===== src/rtl/btr_pkg.sv =====
// package: types and constants for the branch target resolution unit
package btr_pkg;
   // ----------------------------------------------------------------
   // instruction classes
   // ----------------------------------------------------------------
   typedef enum logic [2:0] {
      BTR_OP_BRANCH      = 3'h0,
      BTR_OP_COND_BRANCH = 3'h1,
      BTR_OP_LINK        = 3'h2,
      BTR_OP_INDIRECT    = 3'h3,
      BTR_OP_INDIR_LINK  = 3'h4,
      BTR_OP_IF_ZERO     = 3'h5,
      BTR_OP_IF_NONZERO  = 3'h6,
      BTR_OP_BLOCK_PFX   = 3'h7
   } btr_op_t;

   // ----------------------------------------------------------------
   // carriers
   // ----------------------------------------------------------------
   typedef struct packed {
      btr_op_t     op;
      logic [31:0] pc;
      logic [31:0] disp;
      logic [31:0] operand;
      logic [3:0]  reg_idx;
      logic [2:0]  instr_len;
      logic        cond_pass;
      logic [3:0]  block_mask;
   } btr_instr_t;

   typedef struct packed {
      logic        taken;
      logic [31:0] target;
      logic        link_we;
      logic [3:0]  link_idx;
      logic [31:0] link_data;
      logic        fault;
      logic        range_err;
   } btr_result_t;

   // ----------------------------------------------------------------
   // constants
   // ----------------------------------------------------------------
   localparam logic [3:0]  BTR_LINK_REG      = 4'h e;
   localparam logic [3:0]  BTR_PC_REG        = 4'h f;
   localparam logic [3:0]  BTR_LOW_REG_MAX   = 4'h7;
   localparam logic [31:0] BTR_FAR_RANGE     = 32'h0100_0000;
   localparam logic [31:0] BTR_NEAR_RANGE    = 32'h0010_0000;
   localparam logic [31:0] BTR_CZ_MIN        = 32'h0000_0004;
   localparam logic [31:0] BTR_CZ_MAX        = 32'h0000_0082;
   localparam logic [2:0]  BTR_BLOCK_SLOTS   = 3'h4;
   localparam int          BTR_TARGET_LSB    = 0;
endpackage


===== src/rtl/btr_unit.sv =====
// design: branch target resolution unit, one instruction per cycle
`timescale 1ns/10ps
// Operation
// - each branch jumps to pc-relative label or operand register value
// - linking forms write address of next instruction into register 14
// - indirect forms clear bit 0 of operand to form target
// - indirect forms with operand bit 0 clear raise illegal use fault
// - plain, linking and in-block conditional branch reach +/-16 MB
// - conditional branch outside a block reaches only +/-1 MB
// - indirect forms accept any 32-bit operand value, no range limit
// - only conditional branch may carry a condition outside a block
// - no branch instruction changes the condition flags
// - zero/nonzero forms jump on operand equal or unequal to zero
// - zero/nonzero forms take operand only from registers 0 to 7
// - zero/nonzero forms reach only 4 to 130 bytes forward
// - block prefix makes up to four following instructions conditional
module btr_unit
   import btr_pkg::*;
(
   input  wire logic        sys_clk,
   input  wire logic        sys_rst,
   input  wire logic        instr_valid,
   input  wire btr_instr_t  instr,
   output logic             res_valid,
   output btr_result_t      res,
   output logic             fetch_redirect,
   output logic [31:0]      fetch_target,
   output logic             flush_younger,
   output logic             flags_we,
   output logic [2:0]       block_left
);

   // ----------------------------------------------------------------
   // helpers
   // ----------------------------------------------------------------
   // signed range check: -lim <= d < +lim
   function automatic logic in_range(input logic [31:0] d,
                                     input logic [31:0] lim);
      logic signed [32:0] sd;
      sd = {d[31], d};
      in_range = (sd < $signed({1'b0, lim})) &&
                 (sd >= -$signed({1'b0, lim}));
   endfunction

   // ----------------------------------------------------------------
   // block tracking
   // ----------------------------------------------------------------
   typedef enum logic [1:0] {
      BTR_ST_OUT   = 2'b01,
      BTR_ST_BLOCK = 2'b10
   } btr_state_t;

   btr_state_t  st_q, st_d;
   logic [2:0]  left_q, left_d;
   logic        in_block;
   logic        taken_c;

   always_comb begin
      st_d   = st_q;
      left_d = left_q;
      case (st_q)
         BTR_ST_OUT: begin
            if (instr_valid && instr.op == BTR_OP_BLOCK_PFX) begin
               // slot count from the mask's lowest set bit
               st_d = BTR_ST_BLOCK;
               if (instr.block_mask[0])
                  left_d = BTR_BLOCK_SLOTS;
               else if (instr.block_mask[1])
                  left_d = 3'h3;
               else if (instr.block_mask[2])
                  left_d = 3'h2;
               else
                  left_d = 3'h1;
            end
         end
         BTR_ST_BLOCK: begin
            if (instr_valid) begin
               left_d = left_q - 3'h1;
               if (left_q == 3'h1 || taken_c)
                  st_d = BTR_ST_OUT;
               if (taken_c)
                  left_d = 3'h0;
            end
         end
         default: begin
            st_d   = BTR_ST_OUT;
            left_d = 3'h0;
         end
      endcase
   end

   // ----------------------------------------------------------------
   // resolution
   // ----------------------------------------------------------------
   btr_result_t res_c;
   logic [31:0] rel_tgt;
   logic [31:0] next_pc;

   assign in_block = (st_q == BTR_ST_BLOCK);
   assign rel_tgt  = instr.pc + instr.disp;
   assign next_pc  = instr.pc + {29'h0, instr.instr_len};

   always_comb begin
      res_c         = '0;
      res_c.link_idx = BTR_LINK_REG;
      taken_c       = 1'b0;
      if (instr_valid) begin
         case (instr.op)
            BTR_OP_BRANCH, BTR_OP_LINK: begin
               res_c.range_err = !in_range(instr.disp, BTR_FAR_RANGE);
               taken_c = (!in_block || instr.cond_pass) &&
                         !res_c.range_err;
               res_c.target = rel_tgt;
               if (instr.op == BTR_OP_LINK && taken_c) begin
                  res_c.link_we   = 1'b1;
                  res_c.link_data = next_pc;
               end
            end
            BTR_OP_COND_BRANCH: begin
               res_c.range_err = in_block ?
                  !in_range(instr.disp, BTR_FAR_RANGE) :
                  !in_range(instr.disp, BTR_NEAR_RANGE);
               taken_c = instr.cond_pass && !res_c.range_err;
               res_c.target = rel_tgt;
            end
            BTR_OP_INDIRECT, BTR_OP_INDIR_LINK: begin
               // whole 32-bit value is legal, only bit 0 is checked
               res_c.target = {instr.operand[31:1], 1'b0};
               if (!in_block || instr.cond_pass) begin
                  if (!instr.operand[BTR_TARGET_LSB])
                     res_c.fault = 1'b1;
                  else
                     taken_c = 1'b1;
                  if (instr.op == BTR_OP_INDIR_LINK && taken_c) begin
                     res_c.link_we   = 1'b1;
                     res_c.link_data = next_pc;
                  end
               end
            end
            BTR_OP_IF_ZERO, BTR_OP_IF_NONZERO: begin
               res_c.range_err = (instr.reg_idx > BTR_LOW_REG_MAX) ||
                  (instr.disp < BTR_CZ_MIN) ||
                  (instr.disp > BTR_CZ_MAX);
               res_c.target = rel_tgt;
               taken_c = !res_c.range_err &&
                  ((instr.op == BTR_OP_IF_ZERO) ==
                   (instr.operand == 32'h0000_0000));
            end
            default: begin
               taken_c = 1'b0;
            end
         endcase
      end
      res_c.taken = taken_c;
   end

   // ----------------------------------------------------------------
   // output next values
   // ----------------------------------------------------------------
   // every output is a flop so fetch sees one clean edge per result
   logic        res_valid_d;
   btr_result_t res_d;
   logic        redirect_d;
   logic [31:0] target_d;
   logic        flush_d;
   logic        flags_we_d;

   always_comb begin
      res_valid_d = instr_valid && (instr.op != BTR_OP_BLOCK_PFX);
      res_d       = res_c;
      redirect_d  = taken_c;
      target_d    = res_c.target;
      flush_d     = taken_c;
      flags_we_d  = 1'b0;
   end

   // ----------------------------------------------------------------
   // registers
   // ----------------------------------------------------------------
   always_ff @(posedge sys_clk or posedge sys_rst) begin
      if (sys_rst) begin
         st_q   <= BTR_ST_OUT;
         left_q <= 3'h0;
      end else begin
         st_q   <= st_d;
         left_q <= left_d;
      end
   end

   always_ff @(posedge sys_clk or posedge sys_rst) begin
      if (sys_rst) begin
         res_valid      <= 1'b0;
         res            <= '0;
         fetch_redirect <= 1'b0;
         fetch_target   <= 32'h0000_0000;
         flush_younger  <= 1'b0;
         flags_we       <= 1'b0;
         block_left     <= 3'h0;
      end else begin
         res_valid      <= res_valid_d;
         res            <= res_d;
         fetch_redirect <= redirect_d;
         fetch_target   <= target_d;
         flush_younger  <= flush_d;
         flags_we       <= flags_we_d;
         block_left     <= left_d;
      end
   end
endmodule


===== config.mk =====
export PLATFORM = sky130hd
export DESIGN_NAME = btr_unit
export DESIGN_NICKNAME = d
export VERILOG_FILES = /design/src/rtl/btr_pkg.sv /design/src/rtl/btr_unit.sv
export SDC_FILE = /design/constraint.sdc
export NUM_CORES = 1
export LEC_CHECK = 0
export BUFFER_PORTS_ARGS = -buffer_cell sky130_fd_sc_hd__buf_4
export CAP_MARGIN = 40
export CORE_ASPECT_RATIO = 1.25
export CORE_UTILIZATION = 40
export DETAILED_ROUTE_END_ITERATION = 8
export PLACE_DENSITY_LB_ADDON = 0.05
export SETUP_SLACK_MARGIN = 0.02
export SYNTH_ARGS = -nofsm -noshare
export SYNTH_HDL_FRONTEND = slang
export SYNTH_SLANG_ARGS = --single-unit

===== constraint.sdc =====
create_clock -name sys_clk -period 1.9 [get_ports sys_clk]
set_input_delay 0.095 -clock sys_clk [delete_from_list [all_inputs] [get_ports sys_clk]]
set_output_delay 0.095 -clock sys_clk [all_outputs]
set_load 0.03 [all_outputs]

==> impl_metrics.sql, run 1 <==
INSERT INTO impl_metrics (metric_group, metric, value, unit) VALUES
('outcome', 'status', 'finished, violations left', ''),
('outcome', 'violations', 'setup timing', ''),
('worst_setup_path', 'cp-start-kind', 'primary input', ''),
('detailed_routing', 'wl_per_cell', '17.0', 'um'),
('detailed_routing', 'route.final.wire_length', '19300', 'um'),
('die', 'core_area', '13300', 'sq um'),
('pwr', 'vdd_ir_drop_max', '0.591', 'mV'),
('worst_setup_path', 'crit_path_max_fanout', '5', ''),
('place', 'final_estimated_routing_congestion_in_global_placement', '0.886', ''),
('die', 'floorplan.die.height', '133', 'um'),
('sta', 'final_critical_path_setup_slack', '-169', 'ps'),
('yosys', 'synth_async_sr_flop_share', '100', '%'),
('sta', 'final-max-slew-violation-count', '0', ''),
('clocking', 'cts.sink_count', '75', ''),
('detailed_routing', 'vias_per_cell', '5.20', ''),
('clocking', 'htree_num_levels', '3', ''),
('die', 'num_io_pins', '225', ''),
('pwr', 'power_per_cell_area', '735', 'nW/um^2'),
('detailed_routing', 'antenna_left', '0', ''),
('worst_setup_path', 'critPathArrivalTime', '2280', 'ps'),
('worst_setup_path', 'end_kind', 'flip-flop', ''),
('sta', 'hold_ws', '10.0', 'ps'),
('clocking', 'clk_lat_worst_skew', '340', 'ps'),
('detailed_routing', 'detail_route.first_pass.iterations', '5', ''),
('detailed_routing', 'drt_drc_violations_left', '0', ''),
('clocking', 'tritoncts', 'built', ''),
('sta', 'finClkSkew', '12.2', 'ps'),
('sta', 'final_min_period_over_clock_period', '109', '%'),
('finish', 'finalInstanceArea', '8930', 'sq um'),
('place', 'buffer_ports.inserted', '218', ''),
('finish', 'mostFrequentLayoutCells', '348 x buf_4, 74 x dfrtp_1, 70 x nor2_1', ''),
('clocking', 'cts_buffer_depth', '2', ''),
('sta', 'layout_min_cycle_time', '2070', 'ps'),
('detailed_routing', 'num_vias', '5885', ''),
('finish', 'layout.area.seq', '1880', 'sq um'),
('global_route', 'grt_antenna_before_repair', '0', ''),
('sta', 'setup_violations', '13', ''),
('pwr', 'power.leakage', '4.34', 'nW'),
('hold_path', 'min-delay-path-class', 'in2reg', ''),
('die', 'starting_density_of_the_core', '41.4', '%'),
('yosys', 'ys_types', '71', ''),
('place', 'dp_slack', '-546', 'ps'),
('sta', 'hold_viol', '0', ''),
('global_route', 'grt_first_pass_wirelength', '29900', 'um'),
('yosys', 'ys_seq_area_share', '34.0', '%'),
('finish', 'final_layout_size_suffix_gt1_share', '45.8', '%'),
('finish', 'antenna_cells_inserted', '0', ''),
('yosys', 'count_of_state_elements_after_synthesis', '75', ''),
('yosys', 'post_synthesis_area_per_instance', '8.77', 'sq um'),
('clocking', 'cts-buffers-inserted', '9', ''),
('clocking', 'clk_root_buffer_cell', 'clkbuf_16', ''),
('yosys', 'synthesis.instances', '630', ''),
('global_route', 'grt_max_degree', '76', ''),
('finish', 'net_count_reported_at_finish', '1109', ''),
('sta', 'unrepaired_setup_endpoints_after_global_routing', 'yes', ''),
('global_route', 'vias_in_the_first_global_route', '5972', ''),
('finish', 'fillCellCount', '1105', ''),
('flow_run', 'drv_cap', '0', ''),
('pwr', 'finalPower', '6.56', 'mW'),
('finish', 'mostFrequentLayoutCell', 'buf_4', ''),
('finish', 'area_growth_syn_to_layout', '61.5', '%'),
('yosys', 'yosysWarningCount', '0', ''),
('worst_setup_path', 'setup.worst_path.class', 'in2reg', ''),
('yosys', 'cell_area_after_synthesis', '5530', 'sq um'),
('sta', 'fmaxAchievable', '0.483', 'GHz'),
('die', 'die-area', '14300', 'sq um'),
('yosys', 'ys_dominant_reg_cell', 'dfrtp_1', ''),
('place', 'hpwl', '15100', 'um'),
('detailed_routing', 'dr.first_iter.drc_count', '287', ''),
('place', 'post_dp_area', '8100', 'sq um'),
('die', 'row_count', '47', ''),
('yosys', 'synth_enable_flop_cells', '0', ''),
('clocking', 'clkSlewWorstSetupHoldPaths', '60', 'ps'),
('global_route', 'gr-usage-all-layers', '26.9', '%'),
('worst_setup_path', 'worst_ep_required_time', '2110', 'ps'),
('finish', 'fin_util', '66.9', '%'),
('finish', 'multi_input_comb_area', '3640', 'sq um'),
('global_route', 'globalRoute.totalOverflow', '0', ''),
('die', 'die_width', '107', 'um');
[Yosys cell counts, types with 3 or more instances]
library cell  number  area share (%)
a211oi_1           5            0.68
buf_2              7            0.63
nand2_1           64             4.3
xor2_1            35             5.5
nand3b_1           4            0.54
and4_1             3            0.48
nor2b_1            4            0.45
nor2_1            72             4.9
dfrtp_1           74              33
a31oi_1            5            0.57
nor3_1            12             1.1
and2_1             7            0.79
a211o_1            5            0.79
a21oi_1           29             2.6
a211oi_2           4            0.91
nand4_1           12             1.4
o21ai_0           38             3.4
ha_1              38             8.6
nand3_1           15             1.4
buf_4             38             5.2
or3_1              6            0.68
a22oi_1           13             1.8
xnor2_1           22             3.5
inv_1             11            0.75
o21ai_1            3            0.27
nor4_1            12             1.4
clkbuf_1           9            0.61
a21o_1             8             1.1
and3_1            14             1.6
nand2b_1           8            0.91
[area by class of cell]
| type | instances | area share, % |
|---|---|---|
| multi-input combinational | 491 | 40.8 |
| inverter | 11 | 0.505 |
| clock inverter | 4 | 0.869 |
| clock buffer | 12 | 2.65 |
| sequential | 75 | 21.0 |
| tap | 171 | 2.40 |
| timing repair buffer | 367 | 31.8 |
[cells by family after synthesis]
group,count (synthesis),synth area share (%)
and+or+nand+nor,249,22.3
AOI/OAI and AO/OA,141,17.9
DFF,75,34.0
buffers and inverters,65,7.15
xor gates and xnor gates,57,9.03
adders and majority gates,40,9.33
other,2,0.136
muxes,1,0.181
[registers in the layout, indices dropped and copies added (netlist names)]
signal,cells
block_left,3
res,36
flush_younger,1
st_q,2
fetch_target,32
res_valid,1
[metrics by stage]
stage               cells  setup TNS [ps]
global placement     1086           -9070
floorplan             631           -1530
CTS                  1118            -861
detailed placement   1086          -11600
finish               1131           -1030
global route         1131           -2570
[final timing paths]
| path | to | start | depth (start not counted) | slack (ps) |
|---|---|---|---|---|
| hold reg to reg | block_left[0] | block_left[0] | 1 | 550 |
| max in group asynchronous | st_q[0] | sys_rst | 4 | 1120 |
| setup reg to reg | block_left[1] | st_q[0] | 10 | -80 |
| setup / recovery | fetch_target[24] | instr[44] | 12 | -170 |
| hold / removal | fetch_target[13] | instr[25] | 3 | 10 |
| min in group asynchronous | res[3] | sys_rst | 4 | 440 |
[critical path, stage by stage]
cell and delay (ps):
buf_8 100, ha_4 150, fa_2 340, a211o_1 300, o211a_4 160, o211ai_4 190, o211ai_2 130, o31a_4 330
buf_4 150, a31oi_4 120, xnor2_1 130, o21ai_1 70
[metal layers]
layer	track usage [%]	vias to the layer above	routed length, um
met4	11.0	0	576
met1	33.0	2787	7980
li1	-	2858	-
met3	3.52	31	939
met2	47.0	209	9770
met5	0	-	0
[what timing repair did]
| item | CTS | global route |
|---|---|---|
| hold buffers | 9 | 1 |
| buffers inserted | 7 | 12 |
| pin swaps | 15 | 24 |
| setup endpoints to repair | 25 | 53 |
| gates resized for setup | 18 | 36 |
| hold endpoints to repair | 82 | 1 |
[where the power goes]
| group | leakage (nW) | switching [mW] | internal (mW) |
|---|---|---|---|
| sequential | 1.01 | 0.112 | 1.75 |
| combinational | 3.18 | 1.53 | 1.32 |
| clock | 0.151 | 0.693 | 1.16 |
No activity file was read; power rests on OpenSTA's default activity.
==> inputs of run 2 (changes only) <==
CAP_MARGIN = 25   (was 40)
CORE_UTILIZATION = 45   (was 40)
MAX_ROUTING_LAYER = met4   (was unset)
==> impl_metrics.sql, run 2 (synthesis results as in run 1) <==
INSERT INTO impl_metrics (metric_group, metric, value, unit) VALUES
('pwr', 'netSwitchingFraction', '35.7', '%'),
('detailed_routing', 'drt_drc_violations_left', '0', ''),
('pwr', 'vdd_ir_drop_max', '0.457', 'mV'),
('sta', 'finClkSkew', '4.51', 'ps'),
('detailed_routing', 'vias_per_cell', '5.42', ''),
('place', 'buffer_ports.inserted', '218', ''),
('finish', 'largest_register_by_flop_count', 'res', ''),
('clocking', 'cts_buffer_depth', '2', ''),
('global_route', 'vias_in_the_first_global_route', '6130', ''),
('worst_setup_path', 'setup.worst_path.class', 'in2reg', ''),
('clocking', 'clk_lat_worst_skew', '340', 'ps'),
('worst_setup_path', 'cp-endpoint', 'fetch_target[28]', ''),
('outcome', 'violations', 'setup timing', ''),
('clocking', 'htree_num_levels', '3', ''),
('worst_setup_path', 'worst_ep_required_time', '2120', 'ps'),
('finish', 'area_growth_syn_to_layout', '64.3', '%'),
('sta', 'final_min_period_over_clock_period', '109', '%'),
('pwr', 'power_per_cell_area', '740', 'nW/um^2'),
('place', 'placedCellCount', '1083', ''),
('pwr', 'pwr-share-seq', '27.7', '%'),
('die', 'num_io_pins', '225', ''),
('finish', 'mostFrequentLayoutCell', 'buf_4', ''),
('die', 'die-area', '12700', 'sq um'),
('finish', 'net_count_reported_at_finish', '1110', ''),
('finish', 'final_layout_size_suffix_gt1_share', '46.7', '%'),
('worst_setup_path', 'crit-reg2reg-capture', 'block_left[1]', ''),
('finish', 'largest_register_ffs', '36', ''),
('outcome', 'status', 'finished, violations left', ''),
('die', 'floorplan.die.height', '126', 'um'),
('sta', 'final_critical_path_setup_slack', '-174', 'ps'),
('sta', 'fmaxAchievable', '0.482', 'GHz'),
('sta', 'transition_time_at_the_pin_with_the_least_slew_margin', '550', 'ps'),
('flow_run', 'drv_cap', '0', ''),
('global_route', 'grt_max_degree', '38', ''),
('worst_setup_path', 'critPathArrivalTime', '2300', 'ps'),
('global_route', 'grt_first_pass_wirelength', '29700', 'um'),
('sta', 'layout_min_cycle_time', '2070', 'ps'),
('detailed_routing', 'num_vias', '6084', ''),
('clocking', 'tritoncts', 'built', ''),
('worst_setup_path', 'cp-start-kind', 'primary input', ''),
('worst_setup_path', 'crit_path_cell_trace', 'buf_6 -> ha_4 -> fa_2 -> a211o_1 -> o211a_4 -> o211ai_4 -> o211ai_2 -> o31a_4 -> a211oi_2 -> xor2_1 -> o21ai_1', ''),
('hold_path', 'min-delay-path-class', 'in2reg', ''),
('finish', 'top_regs', 'res: 36 flops, fetch_target: 32 flops, block_left: 3 flops', ''),
('sta', 'final-max-slew-violation-count', '0', ''),
('detailed_routing', 'route.final.wire_length', '19600', 'um'),
('clocking', 'cts-buffers-inserted', '9', ''),
('pwr', 'power.combinational.fraction', '43.6', '%'),
('place', 'final_estimated_routing_congestion_in_global_placement', '0.946', ''),
('die', 'core_area', '11800', 'sq um'),
('clocking', 'clkSlewWorstSetupHoldPaths', '60', 'ps'),
('global_route', 'globalRoute.totalOverflow', '0', ''),
('clocking', 'clk_root_buffer_cell', 'clkbuf_16', ''),
('place', 'hpwl', '15000', 'um'),
('die', 'starting_density_of_the_core', '46.9', '%'),
('worst_setup_path', 'crit_path_max_fanout', '5', ''),
('sta', 'maxSlewHeadroom', '63.2', '%'),
('worst_setup_path', 'critical_path.max_stage_delay', '340', 'ps'),
('worst_setup_path', 'crit-reg2reg-launch', 'st_q[0]', ''),
('detailed_routing', 'detail_route.first_pass.iterations', '5', ''),
('die', 'die_width', '101', 'um'),
('clocking', 'cts.sink_count', '75', ''),
('worst_setup_path', 'beginning_of_the_critical_path', 'instr[44]', ''),
('worst_setup_path', 'reg2reg_setup_slack', '-80', 'ps'),
('pwr', 'switching_pwr', '2.40', 'mW'),
('worst_setup_path', 'end_kind', 'flip-flop', ''),
('die', 'row_count', '44', ''),
('detailed_routing', 'dr.first_iter.drc_count', '258', ''),
('global_route', 'grt_antenna_before_repair', '0', ''),
('place', 'dp_slack', '-521', 'ps'),
('detailed_routing', 'wl_per_cell', '17.5', 'um'),
('global_route', 'gr-usage-all-layers', '30.9', '%'),
('sta', 'unrepaired_setup_endpoints_after_global_routing', 'yes', ''),
('sta', 'hold_viol', '0', ''),
('detailed_routing', 'antenna_left', '0', ''),
('worst_setup_path', 'crit_slowest_cell', 'fa_2', ''),
('finish', 'antenna_cells_inserted', '0', ''),
('worst_setup_path', 'r2r.worst_path.cells', '10', ''),
('finish', 'fin_cells', '1122', ''),
('hold_path', 'worst_min_path_start', 'instr[23]', ''),
('pwr', 'power.leakage', '4.41', 'nW'),
('pwr', 'internal_power', '4.32', 'mW'),
('finish', 'mostFrequentLayoutCells', '342 x buf_4, 74 x dfrtp_1, 70 x nor2_1', ''),
('pwr', 'clock_power_share', '28.7', '%'),
('sta', 'setup_violations', '13', '');
==> run 2: changes by cell type in the layout (fill, tap and decap cells not counted), sizes merged <==
cell and delta:
buf -2, clkbuf +2, clkinv -1, clkinvlp +1
dlygate4sd3 +1
==> run 2: how the worst min path moves through the flow <==
stage                       end  cells after the start
3_5_place_dp            res[35]                      2
2_1_floorplan            res[1]                      1
6_report       fetch_target[11]                      3
4_1_cts        fetch_target[11]                      3
3_3_place_gp            res[35]                      2
5_1_grt         fetch_target[1]                      3
==> run 2: routing by layer <==
layer | wire [um] | track usage (%) | up-vias | part of all wire [%]
li1 | - | - | 2862 | -
met4 | 662 | 12.4 | 0 | 3.4
met2 | 10100 | 53.3 | 251 | 52
met1 | 7810 | 35.8 | 2925 | 40
met3 | 1030 | 4.27 | 46 | 5.2
met5 | 0 | - | - | 0
==> run 2: per-stage QoR <==
step                      util, %  area [sq um]  hold slack (ps)  TNS (ps)  power [mW]
after floorplan                 -          5700              165     -1530        3.47
after CTS                    73.8          8690             11.2      -443        6.50
after global placement       69.2          8150              173     -9850        4.43
after detailed placement     69.2          8150              177    -11270        4.50
final                        77.1          9080             7.62     -1040        6.72
after global routing         77.1          9080             30.3     -2390        7.04
==> run 2: layout make-up <==
class | instances | area [sq um]
multi-input cells | 491 | 3720
repair buffers | 368 | 2910
fillers | 892 | 2700
flip-flops and latches | 75 | 1880
clock buffers | 12 | 256
well taps | 161 | 201
clock inverters | 4 | 72.6
inverters | 11 | 45.0
==> run 2: power by group through the flow <==
| stage | sequential [mW] | clock, mW | combinational (mW) |
|---|---|---|---|
| 2_1_floorplan | 2.10 | 0 | 1.37 |
| 3_3_place_gp | 1.87 | 0 | 2.56 |
| 3_5_place_dp | 1.88 | 0 | 2.61 |
| 4_1_cts | 1.85 | 1.95 | 2.69 |
| 5_1_grt | 1.88 | 2.01 | 3.15 |
| 6_report | 1.86 | 1.93 | 2.93 |
==> run 2: critical path: cells and delay by family <==
| kind | cells | cell delay (ps) |
|---|---|---|
| AOI/OAI and AO/OA | 7 | 1420 |
| xor gates and xnor gates | 1 | 180 |
| adders and majority gates | 2 | 490 |
| buffers and inverters | 1 | 100 |
==> run 2: repair_timing <==
item	CTS	global route
hold buffers	11	0
hold endpoints to repair	32	0
resized for setup	13	54
pin swaps	16	30
setup endpoints to repair	15	28
cloned	0	2
buffers inserted	2	8
==> inputs of run 3 (changes only) <==
CORE_UTILIZATION = 50   (was 45)
clock period = 2 ns   (was 1.9 ns; I/O delays follow)
==> impl_metrics.sql, run 3 (synthesis results as in run 1) <==
INSERT INTO impl_metrics (metric_group, metric, value, unit) VALUES
('clocking', 'cts-buffers-inserted', '9', ''),
('pwr', 'finalPower', '6.16', 'mW'),
('sta', 'hold_viol', '0', ''),
('worst_setup_path', 'critical_path_depth', '13', ''),
('worst_setup_path', 'critical_path.max_stage_delay', '340', 'ps'),
('detailed_routing', 'route.final.wire_length', '18300', 'um'),
('place', 'buffer_ports.inserted', '218', ''),
('die', 'num_io_pins', '225', ''),
('place', 'dp_slack', '-409', 'ps'),
('pwr', 'power.leakage', '4.17', 'nW'),
('clocking', 'clkSlewWorstSetupHoldPaths', '60', 'ps'),
('finish', 'mostFrequentLayoutCells', '318 x buf_4, 74 x dfrtp_1, 72 x nor2_1', ''),
('finish', 'final_layout_size_suffix_gt1_share', '41.6', '%'),
('sta', 'final-max-slew-violation-count', '0', ''),
('worst_setup_path', 'worst_ep_required_time', '2190', 'ps'),
('clocking', 'cts_buffer_depth', '2', ''),
('detailed_routing', 'vias_per_cell', '5.59', ''),
('outcome', 'status', 'finished, violations left', ''),
('clocking', 'clk_lat_worst_skew', '350', 'ps'),
('die', 'die_width', '96.0', 'um'),
('global_route', 'vias_in_the_first_global_route', '5914', ''),
('flow_run', 'drv_cap', '0', ''),
('worst_setup_path', 'crit_path_max_fanout', '4', ''),
('global_route', 'grt_max_degree', '37', ''),
('die', 'floorplan.die.height', '120', 'um'),
('sta', 'maxSlewHeadroom', '61.8', '%'),
('sta', 'setup_violations', '3', ''),
('place', 'hpwl', '14100', 'um'),
('pwr', 'vdd_ir_drop_max', '0.463', 'mV'),
('worst_setup_path', 'crit_slowest_cell', 'fa_2', ''),
('sta', 'finClkSkew', '8.67', 'ps'),
('hold_path', 'worstHoldPathCells', '3', ''),
('sta', 'fmaxAchievable', '0.486', 'GHz'),
('worst_setup_path', 'setup.worst_path.class', 'in2reg', ''),
('finish', 'mostFrequentLayoutCell', 'buf_4', ''),
('worst_setup_path', 'path_buf_inv', '3', ''),
('pwr', 'power_per_cell_area', '728', 'nW/um^2'),
('sta', 'hold_ws', '17.9', 'ps'),
('worst_setup_path', 'end_kind', 'flip-flop', ''),
('worst_setup_path', 'crit_path_cell_trace', 'buf_8 -> ha_4 -> fa_2 -> a211o_1 -> o211a_4 -> o211ai_4 -> buf_4 -> o21ai_0 -> buf_4 -> nand3_1 -> and2_1 -> xor2_1 -> o21ai_0', ''),
('clocking', 'tritoncts', 'built', ''),
('finish', 'area_growth_syn_to_layout', '53.1', '%'),
('global_route', 'grt_first_pass_wirelength', '28000', 'um'),
('clocking', 'cts.sink_count', '75', ''),
('detailed_routing', 'dr.first_iter.drc_count', '256', ''),
('sta', 'layout_min_cycle_time', '2060', 'ps'),
('sta', 'transition_time_at_the_pin_with_the_least_slew_margin', '571', 'ps'),
('clocking', 'htree_num_levels', '3', ''),
('detailed_routing', 'drt_drc_violations_left', '0', ''),
('sta', 'unrepaired_setup_endpoints_after_global_routing', 'yes', ''),
('hold_path', 'min-delay-path-class', 'in2reg', ''),
('sta', 'final_critical_path_setup_slack', '-59.3', 'ps'),
('global_route', 'globalRoute.totalOverflow', '0', ''),
('sta', 'final_min_period_over_clock_period', '103', '%'),
('die', 'starting_density_of_the_core', '51.8', '%'),
('detailed_routing', 'antenna_left', '0', ''),
('worst_setup_path', 'cp-start-kind', 'primary input', ''),
('clocking', 'clk_root_buffer_cell', 'clkbuf_16', ''),
('place', 'final_estimated_routing_congestion_in_global_placement', '0.907', ''),
('outcome', 'violations', 'setup timing', ''),
('finish', 'largest_register_ffs', '36', ''),
('detailed_routing', 'num_vias', '5933', ''),
('finish', 'antenna_cells_inserted', '0', ''),
('global_route', 'grt_antenna_before_repair', '0', ''),
('detailed_routing', 'wl_per_cell', '17.2', 'um'),
('detailed_routing', 'detail_route.first_pass.iterations', '5', ''),
('die', 'row_count', '42', ''),
('finish', 'largest_register_by_flop_count', 'res', ''),
('finish', 'net_count_reported_at_finish', '1079', ''),
('worst_setup_path', 'r2r.worst_path.cells', '10', ''),
('worst_setup_path', 'critPathArrivalTime', '2250', 'ps'),
('worst_setup_path', 'worst_path_dominant_cell_family', 'compound AO/OA/AOI/OAI gates', ''),
('die', 'die-area', '11500', 'sq um'),
('die', 'core_area', '10700', 'sq um'),
('finish', 'top_regs', 'res: 36 flops, fetch_target: 32 flops, block_left: 3 flops', ''),
('global_route', 'gr-usage-all-layers', '32.7', '%');
-- run 3: cell count changes in the layout (fill, tap and decap cells not counted), sizes merged --
cell / delta
buf: -32
clkbuf: -4
dlygate4sd3: +3
inv: +2
clkinv: +1
clkinvlp: -1
-- run 3: timing repair --
| item | in CTS | in global routing |
|---|---|---|
| pin swaps | 3 | 20 |
| endpoints found under the hold margin | 31 | 0 |
| hold buffers | 14 | 0 |
| setup buffers | 4 | 4 |
| setup endpoints to repair | 10 | 23 |
| resized for setup | 8 | 22 |
-- run 3: per-stage QoR --
step / instances / cell area [sq um] / utilization [%] / setup TNS (ps)
after floorplan: 631 / 5590 / - / -807
after global placement: 1024 / 7790 / 73.0 / -5410
after detailed placement: 1024 / 7790 / 73.0 / -6710
after CTS: 1058 / 8320 / 78.0 / -29.5
after global routing: 1062 / 8460 / 79.3 / -619
final: 1062 / 8460 / 79.3 / -112
-- run 3: area by class of cell --
type | instances | area, sq um
Multi-Input combinational cell | 491 | 3430
Sequential cell | 75 | 1880
Clock buffer | 10 | 239
Fill cell | 710 | 2210
Timing Repair Buffer | 337 | 2610
Inverter | 11 | 45.0
Tap cell | 132 | 165
Clock inverter | 6 | 95.1
-- run 3: power breakdown --
part	internal, mW	total, mW	switching [mW]
Combinational	1.15	2.56	1.41
Sequential	1.66	1.76	0.104
Clock	1.14	1.84	0.700
Total	3.95	6.16	2.21
-- run 3: final timing paths --
kind	startpoint	endpoint	slack, ps
setup / recovery	instr[44]	fetch_target[16]	-60
hold / removal	instr[35]	fetch_target[23]	20
setup reg to reg	st_q[0]	block_left[1]	0
hold reg to reg	block_left[2]	block_left[2]	570
max in group asynchronous	sys_rst	st_q[0]	960
min in group asynchronous	sys_rst	fetch_target[1]	340
-- run 3: layer usage --
layer  part of all wire [%]  wire [um]  track usage, %  vias to the layer above
li1                       -          -               -                     2807
met1                     40       7320            38.6                     2800
met2                     50       9200            54.5                      271
met3                    6.2       1130            5.01                       55
met4                    3.4        627            13.9                        0
met5                      0          0               -                        -
-- run 3: worst reg2reg max path: cells and delay by family (launching register included) --
kind	cells	cell delay, ps
compound gates	5	650
fa+ha+maj	1	160
buf+inv	2	100
simple gates	2	470
flops	1	540
